--- config.mk ---
export PLATFORM = sky130hd
export DESIGN_NAME = cir_top
export DESIGN_NICKNAME = d
export VERILOG_FILES = /design/src/hw/cir_pkg.sv /design/src/hw/cir_pic_if.sv /design/src/hw/cir_top.sv /design/src/hw/cir_pic.sv /design/src/hw/cir_ext_cond.sv
export SDC_FILE = /design/constraint.sdc
export NUM_CORES = 2
export LEC_CHECK = 0
export CORE_UTILIZATION = 40
export DETAILED_ROUTE_END_ITERATION = 10
export DONT_BUFFER_PORTS = 1
export SYNTH_ARGS = -nofsm -noshare
export SYNTH_HDL_FRONTEND = slang
export SYNTH_SLANG_ARGS = --single-unit
--- constraint.sdc ---
create_clock -name CLK -period 4.5 [get_ports CLK]
set_input_delay 0.45 -clock CLK [delete_from_list [all_inputs] [get_ports CLK]]
set_output_delay 0.45 -clock CLK [all_outputs]
set_load 0.005 [all_outputs]
--- src/hw/cir_pkg.sv ---
package cir_pkg;

  // source and level counts
  localparam int CIR_INT     = 16;
  localparam int CIR_EXT     = 15;
  localparam int CIR_SRC     = 31;
  localparam int CIR_LEVELS  = 22;
  localparam int CIR_LINES   = 24;
  localparam int CIR_RW      = 5;

  // route codes: 0 off, 1..24 controller line plus one, 25 non-maskable
  localparam logic [CIR_RW-1:0] ROUTE_NONE = 5'h00;
  localparam logic [CIR_RW-1:0] ROUTE_NMI  = 5'h19;

  // master lines fed by the slaves
  localparam logic [2:0] MASTER_IN_TWO  = 3'h2;
  localparam logic [2:0] MASTER_IN_FIVE = 3'h5;

  // register byte offsets
  localparam int          CIR_AW      = 12;
  localparam logic [11:0] OFS_CTRL    = 12'h000;
  localparam logic [11:0] OFS_MASK0   = 12'h004;
  localparam logic [11:0] OFS_MASK2   = 12'h00c;
  localparam logic [11:0] OFS_EDGE    = 12'h010;
  localparam logic [11:0] OFS_POL     = 12'h014;
  localparam logic [11:0] OFS_EXT     = 12'h018;
  localparam logic [11:0] OFS_STATUS  = 12'h01c;
  localparam logic [11:0] OFS_ACK     = 12'h020;
  localparam logic [11:0] OFS_EOI     = 12'h024;
  localparam logic [11:0] OFS_ROUTE   = 12'h080;

  // field positions and reset values
  localparam int          CTRL_BYP1   = 0;
  localparam int          CTRL_BYP2   = 1;
  localparam int          STAT_INTR   = 24;
  localparam int          STAT_NMI    = 25;
  localparam int          ACK_VALID   = 31;
  localparam logic [7:0]  MASK_RST    = 8'hff;
  localparam logic [31:0] DATA_ZERO   = 32'h0000_0000;

  typedef enum logic [1:0] {
    CIR_B_IDLE = 2'b01,
    CIR_B_BUSY = 2'b10
  } cir_bus_e;

endpackage : cir_pkg

--- src/hw/cir_pic_if.sv ---
`timescale 1ns/1ps
interface cir_pic_if;
  logic [7:0] req;
  logic [7:0] imr;
  logic [7:0] eoi;
  logic       ack;
  logic       irq;
  logic [2:0] sel;

  modport ctl (output req, output imr, output eoi, output ack, input irq, input sel);
  modport pic (input req, input imr, input eoi, input ack, output irq, output sel);
endinterface : cir_pic_if

--- src/hw/cir_top.sv ---
`timescale 1ns/1ps
// Operation
// three cascaded controllers give 22 levels
// first slave feeds master input two
// second slave feeds master input five
// 16 internal plus 15 external sources
// externals have edge/level and polarity
// crossbar routes any source to level
// any source may route to NMI
// bypass feeds master input from crossbar
module cir_top
  import cir_pkg::*;
#(
  parameter int N_EXT = cir_pkg::CIR_EXT
) (
  input  wire logic                         CLK,
  input  wire logic                         NRST,
  input  wire logic                         HSEL,
  input  wire logic [31:0]                  HADDR,
  input  wire logic [1:0]                   HTRANS,
  input  wire logic                         HWRITE,
  input  wire logic [2:0]                   HSIZE,
  input  wire logic [31:0]                  HWDATA,
  input  wire logic                         HREADY,
  output logic      [31:0]                  HRDATA,
  output logic                              HREADYOUT,
  output logic                              HRESP,
  input  wire logic [cir_pkg::CIR_INT-1:0]  INT_SRC,
  input  wire logic [N_EXT-1:0]             EXT_IRQ,
  output logic                              CPU_INTR,
  output logic                              CPU_NMI
);
  import cir_pkg::*;

  localparam int N_SRC = CIR_INT + N_EXT;

  if (N_EXT < 1 || N_EXT > CIR_EXT) begin : g_chk
    $error("cir_top: N_EXT must be 1 to 15");
  end

  typedef struct packed {
    cir_bus_e                      bst;
    logic [CIR_AW-1:0]             addr;
    logic                          wr;
    logic                          ready;
    logic [31:0]                   rdata;
    logic [1:0]                    byp;
    logic [2:0][7:0]               mask;
    logic [N_EXT-1:0]              edge_sel;
    logic [N_EXT-1:0]              pol;
    logic [N_EXT-1:0]              eclr;
    logic [N_SRC-1:0][CIR_RW-1:0]  route;
    logic [2:0]                    ack;
    logic [2:0][7:0]               eoi;
    logic                          intr;
    logic                          nmi;
  } cir_top_s;

  cir_top_s s_r;
  cir_top_s s_nxt;

  logic [N_EXT-1:0]       ext_lvl;
  logic [N_SRC-1:0]       src_lvl;
  logic [CIR_LINES:0]     xbar;
  logic [31:0]            ack_word;
  logic [2:0]             ack_hit;
  logic [CIR_RW-1:0]      route_idx;
  logic [1:0]             mask_idx;
  logic [4:0]             eoi_line;

  cir_pic_if pm ();
  cir_pic_if ps1 ();
  cir_pic_if ps2 ();

  // external pins conditioned, internals on this clock
  cir_ext_cond #(
    .N        (N_EXT)
  ) u_ext (
    .clk      (CLK),
    .nrst     (NRST),
    .pin      (EXT_IRQ),
    .edge_sel (s_r.edge_sel),
    .pol      (s_r.pol),
    .clr      (s_r.eclr),
    .lvl      (ext_lvl)
  );

  // sources 0..15 internal, 16 up external
  assign src_lvl = {ext_lvl, INT_SRC};

  // one line per controller input plus the nmi column
  function automatic logic [CIR_LINES:0] cir_xbar(
    input logic [N_SRC-1:0][CIR_RW-1:0] rt,
    input logic [N_SRC-1:0]             lv
  );
    logic [CIR_LINES:0] o;
    o = '0;
    for (int i = 0; i < N_SRC; i++) begin
      if (lv[i] && rt[i] != ROUTE_NONE && rt[i] <= ROUTE_NMI) begin
        o[rt[i] - 5'h01] = 1'b1;
      end
    end
    return o;
  endfunction : cir_xbar

  // route sources onto controller lines
  assign xbar = cir_xbar(s_r.route, src_lvl);

  // master plus two slaves
  cir_pic u_master (.clk(CLK), .nrst(NRST), .p(pm.pic));
  cir_pic u_slave1 (.clk(CLK), .nrst(NRST), .p(ps1.pic));
  cir_pic u_slave2 (.clk(CLK), .nrst(NRST), .p(ps2.pic));

  always_comb begin
    pm.req = xbar[7:0];
    // first slave on master input two
    // bypass takes the crossbar line
    pm.req[MASTER_IN_TWO]  = s_r.byp[CTRL_BYP1] ? xbar[MASTER_IN_TWO] : ps1.irq;
    // second slave on master input five
    // bypass takes the crossbar line
    pm.req[MASTER_IN_FIVE] = s_r.byp[CTRL_BYP2] ? xbar[MASTER_IN_FIVE] : ps2.irq;
  end

  assign pm.imr  = s_r.mask[0];
  assign pm.ack  = s_r.ack[0];
  assign pm.eoi  = s_r.eoi[0];
  assign ps1.req = xbar[15:8];
  assign ps1.imr = s_r.mask[1];
  assign ps1.ack = s_r.ack[1];
  assign ps1.eoi = s_r.eoi[1];
  assign ps2.req = xbar[23:16];
  assign ps2.imr = s_r.mask[2];
  assign ps2.ack = s_r.ack[2];
  assign ps2.eoi = s_r.eoi[2];

  // acknowledge read: resolve the cascade to one line
  always_comb begin
    ack_word = DATA_ZERO;
    ack_hit  = 3'b000;
    if (pm.irq) begin
      ack_word[ACK_VALID] = 1'b1;
      ack_hit[0]          = 1'b1;
      if (pm.sel == MASTER_IN_TWO && !s_r.byp[CTRL_BYP1]) begin
        // cascade into first slave
        ack_word[4:0] = {2'b01, ps1.sel};
        ack_hit[1]    = 1'b1;
      end else if (pm.sel == MASTER_IN_FIVE && !s_r.byp[CTRL_BYP2]) begin
        // cascade into second slave
        ack_word[4:0] = {2'b10, ps2.sel};
        ack_hit[2]    = 1'b1;
      end else begin
        ack_word[4:0] = {2'b00, pm.sel};
      end
    end
  end

  // decode shared by the read and write paths
  function automatic logic cir_is_mask(input logic [CIR_AW-1:0] a);
    return a >= OFS_MASK0 && a <= OFS_MASK2 && a[1:0] == 2'b00;
  endfunction : cir_is_mask

  function automatic logic cir_is_route(input logic [CIR_AW-1:0] a);
    logic [CIR_AW-1:0] o;
    o = a - OFS_ROUTE;
    return a >= OFS_ROUTE && a[1:0] == 2'b00 && o < CIR_AW'(4 * N_SRC);
  endfunction : cir_is_route

  assign route_idx = CIR_RW'((s_r.addr - OFS_ROUTE) >> 2);
  assign mask_idx  = 2'((s_r.addr - OFS_MASK0) >> 2);
  assign eoi_line  = HWDATA[4:0];

  always_comb begin
    s_nxt      = s_r;
    s_nxt.ack  = 3'b000;
    s_nxt.eoi  = '0;
    s_nxt.eclr = '0;
    s_nxt.intr = pm.irq;
    // nmi column ored from any routed source
    s_nxt.nmi  = xbar[CIR_LINES];
    unique case (s_r.bst)
      CIR_B_IDLE: begin
        if (HSEL && HREADY && HTRANS[1]) begin
          s_nxt.bst   = CIR_B_BUSY;
          s_nxt.addr  = HADDR[CIR_AW-1:0];
          s_nxt.wr    = HWRITE;
          s_nxt.ready = 1'b0;
        end
      end
      CIR_B_BUSY: begin
        // one wait state so read data leave a flop
        s_nxt.bst   = CIR_B_IDLE;
        s_nxt.ready = 1'b1;
        s_nxt.rdata = DATA_ZERO;
        if (s_r.wr) begin
          if (s_r.addr == OFS_CTRL) begin
            s_nxt.byp = HWDATA[1:0];
          end else if (cir_is_mask(s_r.addr)) begin
            s_nxt.mask[mask_idx] = HWDATA[7:0];
          end else if (s_r.addr == OFS_EDGE) begin
            // edge or level per pin
            s_nxt.edge_sel = HWDATA[N_EXT-1:0];
          end else if (s_r.addr == OFS_POL) begin
            // active polarity per pin
            s_nxt.pol = HWDATA[N_EXT-1:0];
          end else if (s_r.addr == OFS_EXT) begin
            s_nxt.eclr = HWDATA[N_EXT-1:0];
          end else if (s_r.addr == OFS_EOI && eoi_line < 5'(CIR_LINES)) begin
            s_nxt.eoi[eoi_line[4:3]][eoi_line[2:0]] = 1'b1;
            // a slave eoi also frees its master input
            if (eoi_line[4:3] == 2'b01 && !s_r.byp[CTRL_BYP1]) begin
              s_nxt.eoi[0][MASTER_IN_TWO] = 1'b1;
            end
            if (eoi_line[4:3] == 2'b10 && !s_r.byp[CTRL_BYP2]) begin
              s_nxt.eoi[0][MASTER_IN_FIVE] = 1'b1;
            end
          end else if (cir_is_route(s_r.addr)) begin
            // one code per source
            s_nxt.route[route_idx] = HWDATA[CIR_RW-1:0];
          end
        end else begin
          if (s_r.addr == OFS_CTRL) begin
            s_nxt.rdata[1:0] = s_r.byp;
          end else if (cir_is_mask(s_r.addr)) begin
            s_nxt.rdata[7:0] = s_r.mask[mask_idx];
          end else if (s_r.addr == OFS_EDGE) begin
            s_nxt.rdata[N_EXT-1:0] = s_r.edge_sel;
          end else if (s_r.addr == OFS_POL) begin
            s_nxt.rdata[N_EXT-1:0] = s_r.pol;
          end else if (s_r.addr == OFS_EXT) begin
            s_nxt.rdata[N_EXT-1:0] = ext_lvl;
          end else if (s_r.addr == OFS_STATUS) begin
            s_nxt.rdata[CIR_LINES-1:0] = xbar[CIR_LINES-1:0];
            s_nxt.rdata[STAT_INTR]     = s_r.intr;
            s_nxt.rdata[STAT_NMI]      = s_r.nmi;
          end else if (s_r.addr == OFS_ACK) begin
            // reading acknowledges; no request reads zero
            s_nxt.rdata = ack_word;
            s_nxt.ack   = ack_hit;
          end else if (cir_is_route(s_r.addr)) begin
            s_nxt.rdata[CIR_RW-1:0] = s_r.route[route_idx];
          end
        end
      end
    endcase
  end

  always_ff @(posedge CLK or negedge NRST) begin
    if (!NRST) begin
      s_r       <= '0;
      s_r.bst   <= CIR_B_IDLE;
      s_r.ready <= 1'b1;
      s_r.mask  <= {3{MASK_RST}};
    end else begin
      s_r <= s_nxt;
    end
  end

  // data, ready and cpu outputs leave flops; response is tied to okay
  assign HRDATA    = s_r.rdata;
  assign HREADYOUT = s_r.ready;
  assign HRESP     = 1'b0;
  assign CPU_INTR  = s_r.intr;
  assign CPU_NMI   = s_r.nmi;
endmodule : cir_top

--- src/hw/cir_pic.sv ---
`timescale 1ns/1ps
module cir_pic (
  input wire logic clk,
  input wire logic nrst,
  cir_pic_if.pic   p
);
  import cir_pkg::*;

  typedef struct packed {
    logic [7:0] isr;
    logic       irq;
    logic [2:0] sel;
  } cir_pic_s;

  cir_pic_s s_r;
  cir_pic_s s_nxt;
  logic [7:0] pend;
  logic [3:0] first_pend;

  // lowest index wins, 8 when empty
  function automatic logic [3:0] cir_first(input logic [7:0] v);
    logic [3:0] f;
    f = 4'h8;
    for (int i = 7; i >= 0; i--) begin
      if (v[i]) f = 4'(i);
    end
    return f;
  endfunction : cir_first

  assign pend  = p.req & ~p.imr;
  assign first_pend = cir_first(pend);
  assign p.irq = s_r.irq;
  assign p.sel = s_r.sel;

  always_comb begin
    s_nxt = s_r;
    // ack marks the line software was shown
    if (p.ack) s_nxt.isr[s_r.sel] = 1'b1;
    s_nxt.isr = s_nxt.isr & ~p.eoi;
    // empty pend gives 8, whose low bits are line 0
    s_nxt.sel = first_pend[2:0];
    // next isr used so a second ack never sees a stale request
    s_nxt.irq = (pend != 8'h00) && (first_pend < cir_first(s_nxt.isr));
  end

  always_ff @(posedge clk or negedge nrst) begin
    if (!nrst) s_r <= '0;
    else       s_r <= s_nxt;
  end
endmodule : cir_pic

--- src/hw/cir_ext_cond.sv ---
`timescale 1ns/1ps
module cir_ext_cond #(
  parameter int N = 15
) (
  input  wire logic         clk,
  input  wire logic         nrst,
  input  wire logic [N-1:0] pin,
  input  wire logic [N-1:0] edge_sel,
  input  wire logic [N-1:0] pol,
  input  wire logic [N-1:0] clr,
  output logic      [N-1:0] lvl
);
  import cir_pkg::*;

  if (N < 1 || N > 32) begin : g_chk
    $error("cir_ext_cond: N out of range");
  end

  typedef struct packed {
    logic [N-1:0] sync1;
    logic [N-1:0] sync2;
    logic [N-1:0] act_d;
    logic [N-1:0] latch;
    logic [N-1:0] lvl;
  } cir_ext_s;

  cir_ext_s s_r;
  cir_ext_s s_nxt;
  logic [N-1:0] act;

  // polarity then sense
  assign act = ~(s_r.sync2 ^ pol);
  assign lvl = s_r.lvl;

  always_comb begin
    s_nxt       = s_r;
    s_nxt.sync1 = pin;
    s_nxt.sync2 = s_r.sync1;
    s_nxt.act_d = act;
    // set beats a same-cycle clear
    s_nxt.latch = (s_r.latch & ~clr) | (act & ~s_r.act_d);
    // edge or level select
    s_nxt.lvl   = (edge_sel & s_nxt.latch) | (~edge_sel & act);
  end

  always_ff @(posedge clk or negedge nrst) begin
    if (!nrst) begin
      // low sync reads active under reset polarity; no false edge
      s_r       <= '0;
      s_r.act_d <= '1;
    end else begin
      s_r <= s_nxt;
    end
  end
endmodule : cir_ext_cond

==> results by group <==
Clock tree
  • CTS Buf Count: 43
  • Skew-Pair Late Insertion Delay: 0.61 ns
  • Clock Tree Buf Depth: 3
  • Root buf cell: clkbuf_16
  • Clock Pin Slew Worst Setup and Hold Paths: ~0.060 ns
  • CTS Sinks: approximately 400
  • Number of setup buffers added after CTS: 0
  • Hold_buf cts: 41
  • CTS H-tree lvls: 2
  • CTS tree: done

Route
  • Initial DRC count: 4770
  • Final WL: around 160000 um
  • DR DRC count: 0
  • Drt via density: 7.722
  • Routed len/inst: 47.23 um
  • Post-DRT Antenna Nets: 0
  • Via Count: roughly 27000
  • DR pass1 iterations: 10

Global route
  • Initial antenna violation count: 12
  • First-pass GRT wire length: ~210000 um
  • Global route overflow: 0
  • Vias in the first global route: between 20000 and 25000
  • Largest net degree at the start of global routing: ~410
  • Global Route Usage Sum: 0.5059

Power and ir drop
  • Pleak: 11.35 nW
  • Peak VDD IR: 0.3924 mV
  • Pwr Density: 385.8 nW/um2
  • Total power: roughly 11 mW

Timing
  • Worst Skew: 0.02326 ns
  • Setup WS post-layout: -0.08119 ns
  • Fmax: approximately 0.22 GHz
  • Final Hold Viols: 368
  • Final Max Slew Viols: approximately 220
  • Min Tclk post-route: 4.581 ns
  • Slew at the pin closest to its max-slew limit: just under 2 ns
  • Max_slew headroom: -0.3250
  • Setup_tns: -0.1023 ns
  • Part of the cycle the worst path needs: 1.018
  • Final setup violation count: 2
  • Unrepaired setup endpoints after global routing: false
  • Fin Hold WS: -0.4012 ns

Synthesis
  • Syn_area_per_cell: 9.989 um2
  • Async SR Flop Fraction: 1.000
  • Yosys warning count: 0
  • Synth Register Bits: 408
  • Post-synthesis sequential area ratio: 0.4141
  • Count of flip-flops with a built-in enable after synthesis: 0
  • Cell variety after synth: 94
  • Mapped Cells: between 2000 and 2500
  • Primary FF master, synth: dfrtp_1
  • Netlist Area Pre-Place: 24770 um2

Status
  • Status: finished, violations left
  • Violated checks: negative hold slack, max-capacitance violations, max-slew violations, negative setup slack

Flow run
  • Max-cap viol count: 1

Placed design
  • DP Wirelength: 123400 um
  • I/O Buffers: 0
  • Place WS: ~0.21 ns
  • GPL Wtd Cong: 1.162

Worst setup path
  • Setup Crit Path Kind: reg2reg
  • Worst path arrival time: between 5 and 6 ns
  • Required time of the critical path: just over 5 ns
  • Worst setup SP type: flip-flop
  • Crit. End Element: flip-flop
  • Worst-path maximum fanout: 8

Layout
  • Layout Nets: 2742
  • Area grow syn2layout: 14.79%
  • Area of the multi-input gates: 13660 um2
  • Share of cells above drive strength 1: 0.2379
  • Filler Cells Inserted: about 5600
  • FF+latch area: a little over 10000 um2

Floorplan
  • Die width: 250.9 um
  • Full die area: 62930 um2
  • Starting Density: 0.4074
  • IO Count: approximately 140
  • Core box area: 60810 um2
  • # rows: 90
  • Die H: 250.9 um

Min path
  • Hold Path Class: in2async
-- what timing repair did --
item                       CTS  global route
resized for setup            0             1
hold endpoints to repair   492           368
setup endpoints to repair    0             1
-- kinds of logic (layout without fill, tap and decap cells) --
| kind of cell | Yosys count | count (layout) | share of synthesized area |
|---|---|---|---|
| mux | 266 | 266 | 0.1361 |
| compound gates | 614 | 614 | 0.1623 |
| other cells | 1 | 13 | 0.0001514 |
| xor+xnor | 16 | 16 | 0.005657 |
| simple gates | 956 | 956 | 0.2369 |
| fa+ha+maj | 16 | 16 | 0.008081 |
| flops | 408 | 408 | 0.4141 |
| buf+inv | 203 | 370 | 0.03667 |
-- final cells by class --
cell class                      count  area share
Clock buffer                       60     0.04219
Clock inverter                     16    0.008184
Tap cell                          782     0.03441
Inverter                           60    0.007920
Multi-Input combinational cell   1874      0.4804
Antenna cell                        7   0.0006160
Timing Repair Buffer              234     0.06538
Sequential cell                   408      0.3609
-- worst max-delay path, cell delays in order (launching register included) --
cell,delay (ns)
dfrtp_1,0.56
or4bb_1,0.65
nor2_1,0.12
nor4_1,0.57
nand3_1,0.27
nor2_1,0.42
buf_4,0.26
nor2_1,0.08
nor2_1,0.09
nand2_1,0.05
a21oi_1,0.26
ha_1,0.29
o211ai_1,0.22
a21oi_1,0.06
a2111oi_0,0.38
o31a_1,0.21
-- worst paths after layout --
kind / startpoint / end / slack [ns] / depth (start not counted)
worst min-delay path: NRST / s_r[124] / -0.40 / 0
worst max-delay path: u_ext.lvl[10] / u_slave1.p.irq / -0.08 / 15
worst min register to register: u_ext.s_nxt[50] / u_ext.s_r[50] / 0.35 / 0
min in group CLK: HWDATA[5] / s_r[204] / 0 / 1
max in group asynchronous: NRST / s_r[102] / 3.38 / 0
worst max register to register: u_ext.lvl[10] / u_slave1.p.irq / -0.08 / 15
-- cell usage after synthesis (all sizes together), types with 6 or more instances --
| cell type | count | area, um2 |
|---|---|---|
| a21oi | 33 | 165.2 |
| a22o | 16 | 140.1 |
| a31oi | 22 | 137.6 |
| and2 | 20 | 125.1 |
| and3 | 7 | 43.79 |
| buf | 51 | 336.6 |
| clkbuf | 92 | 346.6 |
| dfrtp | 368 | 9209 |
| dfstp | 40 | 1051 |
| ha | 16 | 200.2 |
| inv | 59 | 221.5 |
| mux2 | 217 | 2444 |
| mux2i | 14 | 140.1 |
| mux4 | 35 | 788.3 |
| nand2 | 161 | 661.9 |
| nand2b | 74 | 462.9 |
| nand3 | 36 | 180.2 |
| nand4 | 19 | 118.9 |
| nand4b | 89 | 779.5 |
| nand4bb | 9 | 101.4 |
| nor2 | 220 | 825.8 |
| nor2b | 19 | 118.9 |
| nor3 | 60 | 315.3 |
| nor4 | 56 | 365.3 |
| o211ai | 11 | 82.58 |
| o21ai | 59 | 299.0 |
| o21bai | 6 | 45.04 |
| o221ai | 6 | 52.55 |
| o22ai | 374 | 2346 |
| o31ai | 11 | 82.58 |
| o32ai | 22 | 192.7 |
| or2 | 35 | 219.0 |
| or3 | 10 | 62.56 |
| or4 | 6 | 52.55 |
| or4b | 30 | 319.1 |
| or4bb | 77 | 877.1 |
| xor2 | 15 | 131.4 |
-- where the power goes --
part,leakage [nW],internal [mW],switching [mW]
clock,0.689,2.07,1.62
sequential,4.95,3.90,0.375
combinational,5.71,1.00,2.01
total,11.4,6.96,4.01
-- per-layer routing --
metal / global-route usage / share of wire / routed length [um] / vias to the layer above
li1: - / - / - / 9897
met1: 0.6311 / 0.37 / 59640 / 13273
met2: 0.7085 / 0.40 / 64220 / 2628
met3: 0.2219 / 0.15 / 24610 / 764
met4: 0.3274 / 0.086 / 14010 / 8
met5: 0 / 0.00033 / 54 / -
-- sequential cells by signal (all words and copies together) (netlist names), 15 cells and up --
signal,flops
HRDATA,27
s_r,216
u_ext.lvl,15
u_ext.s_nxt,15
u_ext.s_r,45
-- per-stage QoR --
| step | utilization | cell area (um2) | instances | hold slack, ns |
|---|---|---|---|---|
| 4_1_cts | 0.4673 | 28410 | 3434 | -0.4356 |
| 6_report | 0.4677 | 28440 | 3441 | -0.4012 |
| 2_1_floorplan | - | 24790 | 2485 | 0.1544 |
| 5_1_grt | 0.4674 | 28420 | 3435 | -0.4171 |
| 3_3_place_gp | 0.4370 | 26570 | 3317 | 0.1710 |
| 3_5_place_dp | 0.4370 | 26570 | 3317 | 0.1818 |
-- layout by cell type (no fill, tap or decap), types with 11 or more instances in the layout --
cell           count
mux2_2           197
nor2b_1           19
nand2_1          138
o211ai_1          11
o22ai_1          373
mux2i_1           14
ha_1              16
mux2_1            20
xor2_1            15
o32ai_1           22
clkbuf_1          11
or4bb_1           73
nor3_1            57
nand4b_1          89
clkbuf_16         43
nand4_1           19
or2_2             34
or4b_1            16
o21ai_0           57
nand2_2           23
dlygate4sd3_1     41
dfstp_2           40
and2_1            19
buf_4            193
a22o_1            16
a21oi_1           33
nor4_1            52
inv_1             59
dfrtp_1          366
nand3_1           36
nor2_1           220
mux4_2            35
nand2b_1          74
a31oi_1           22
(Power assumes the default switching activity.)
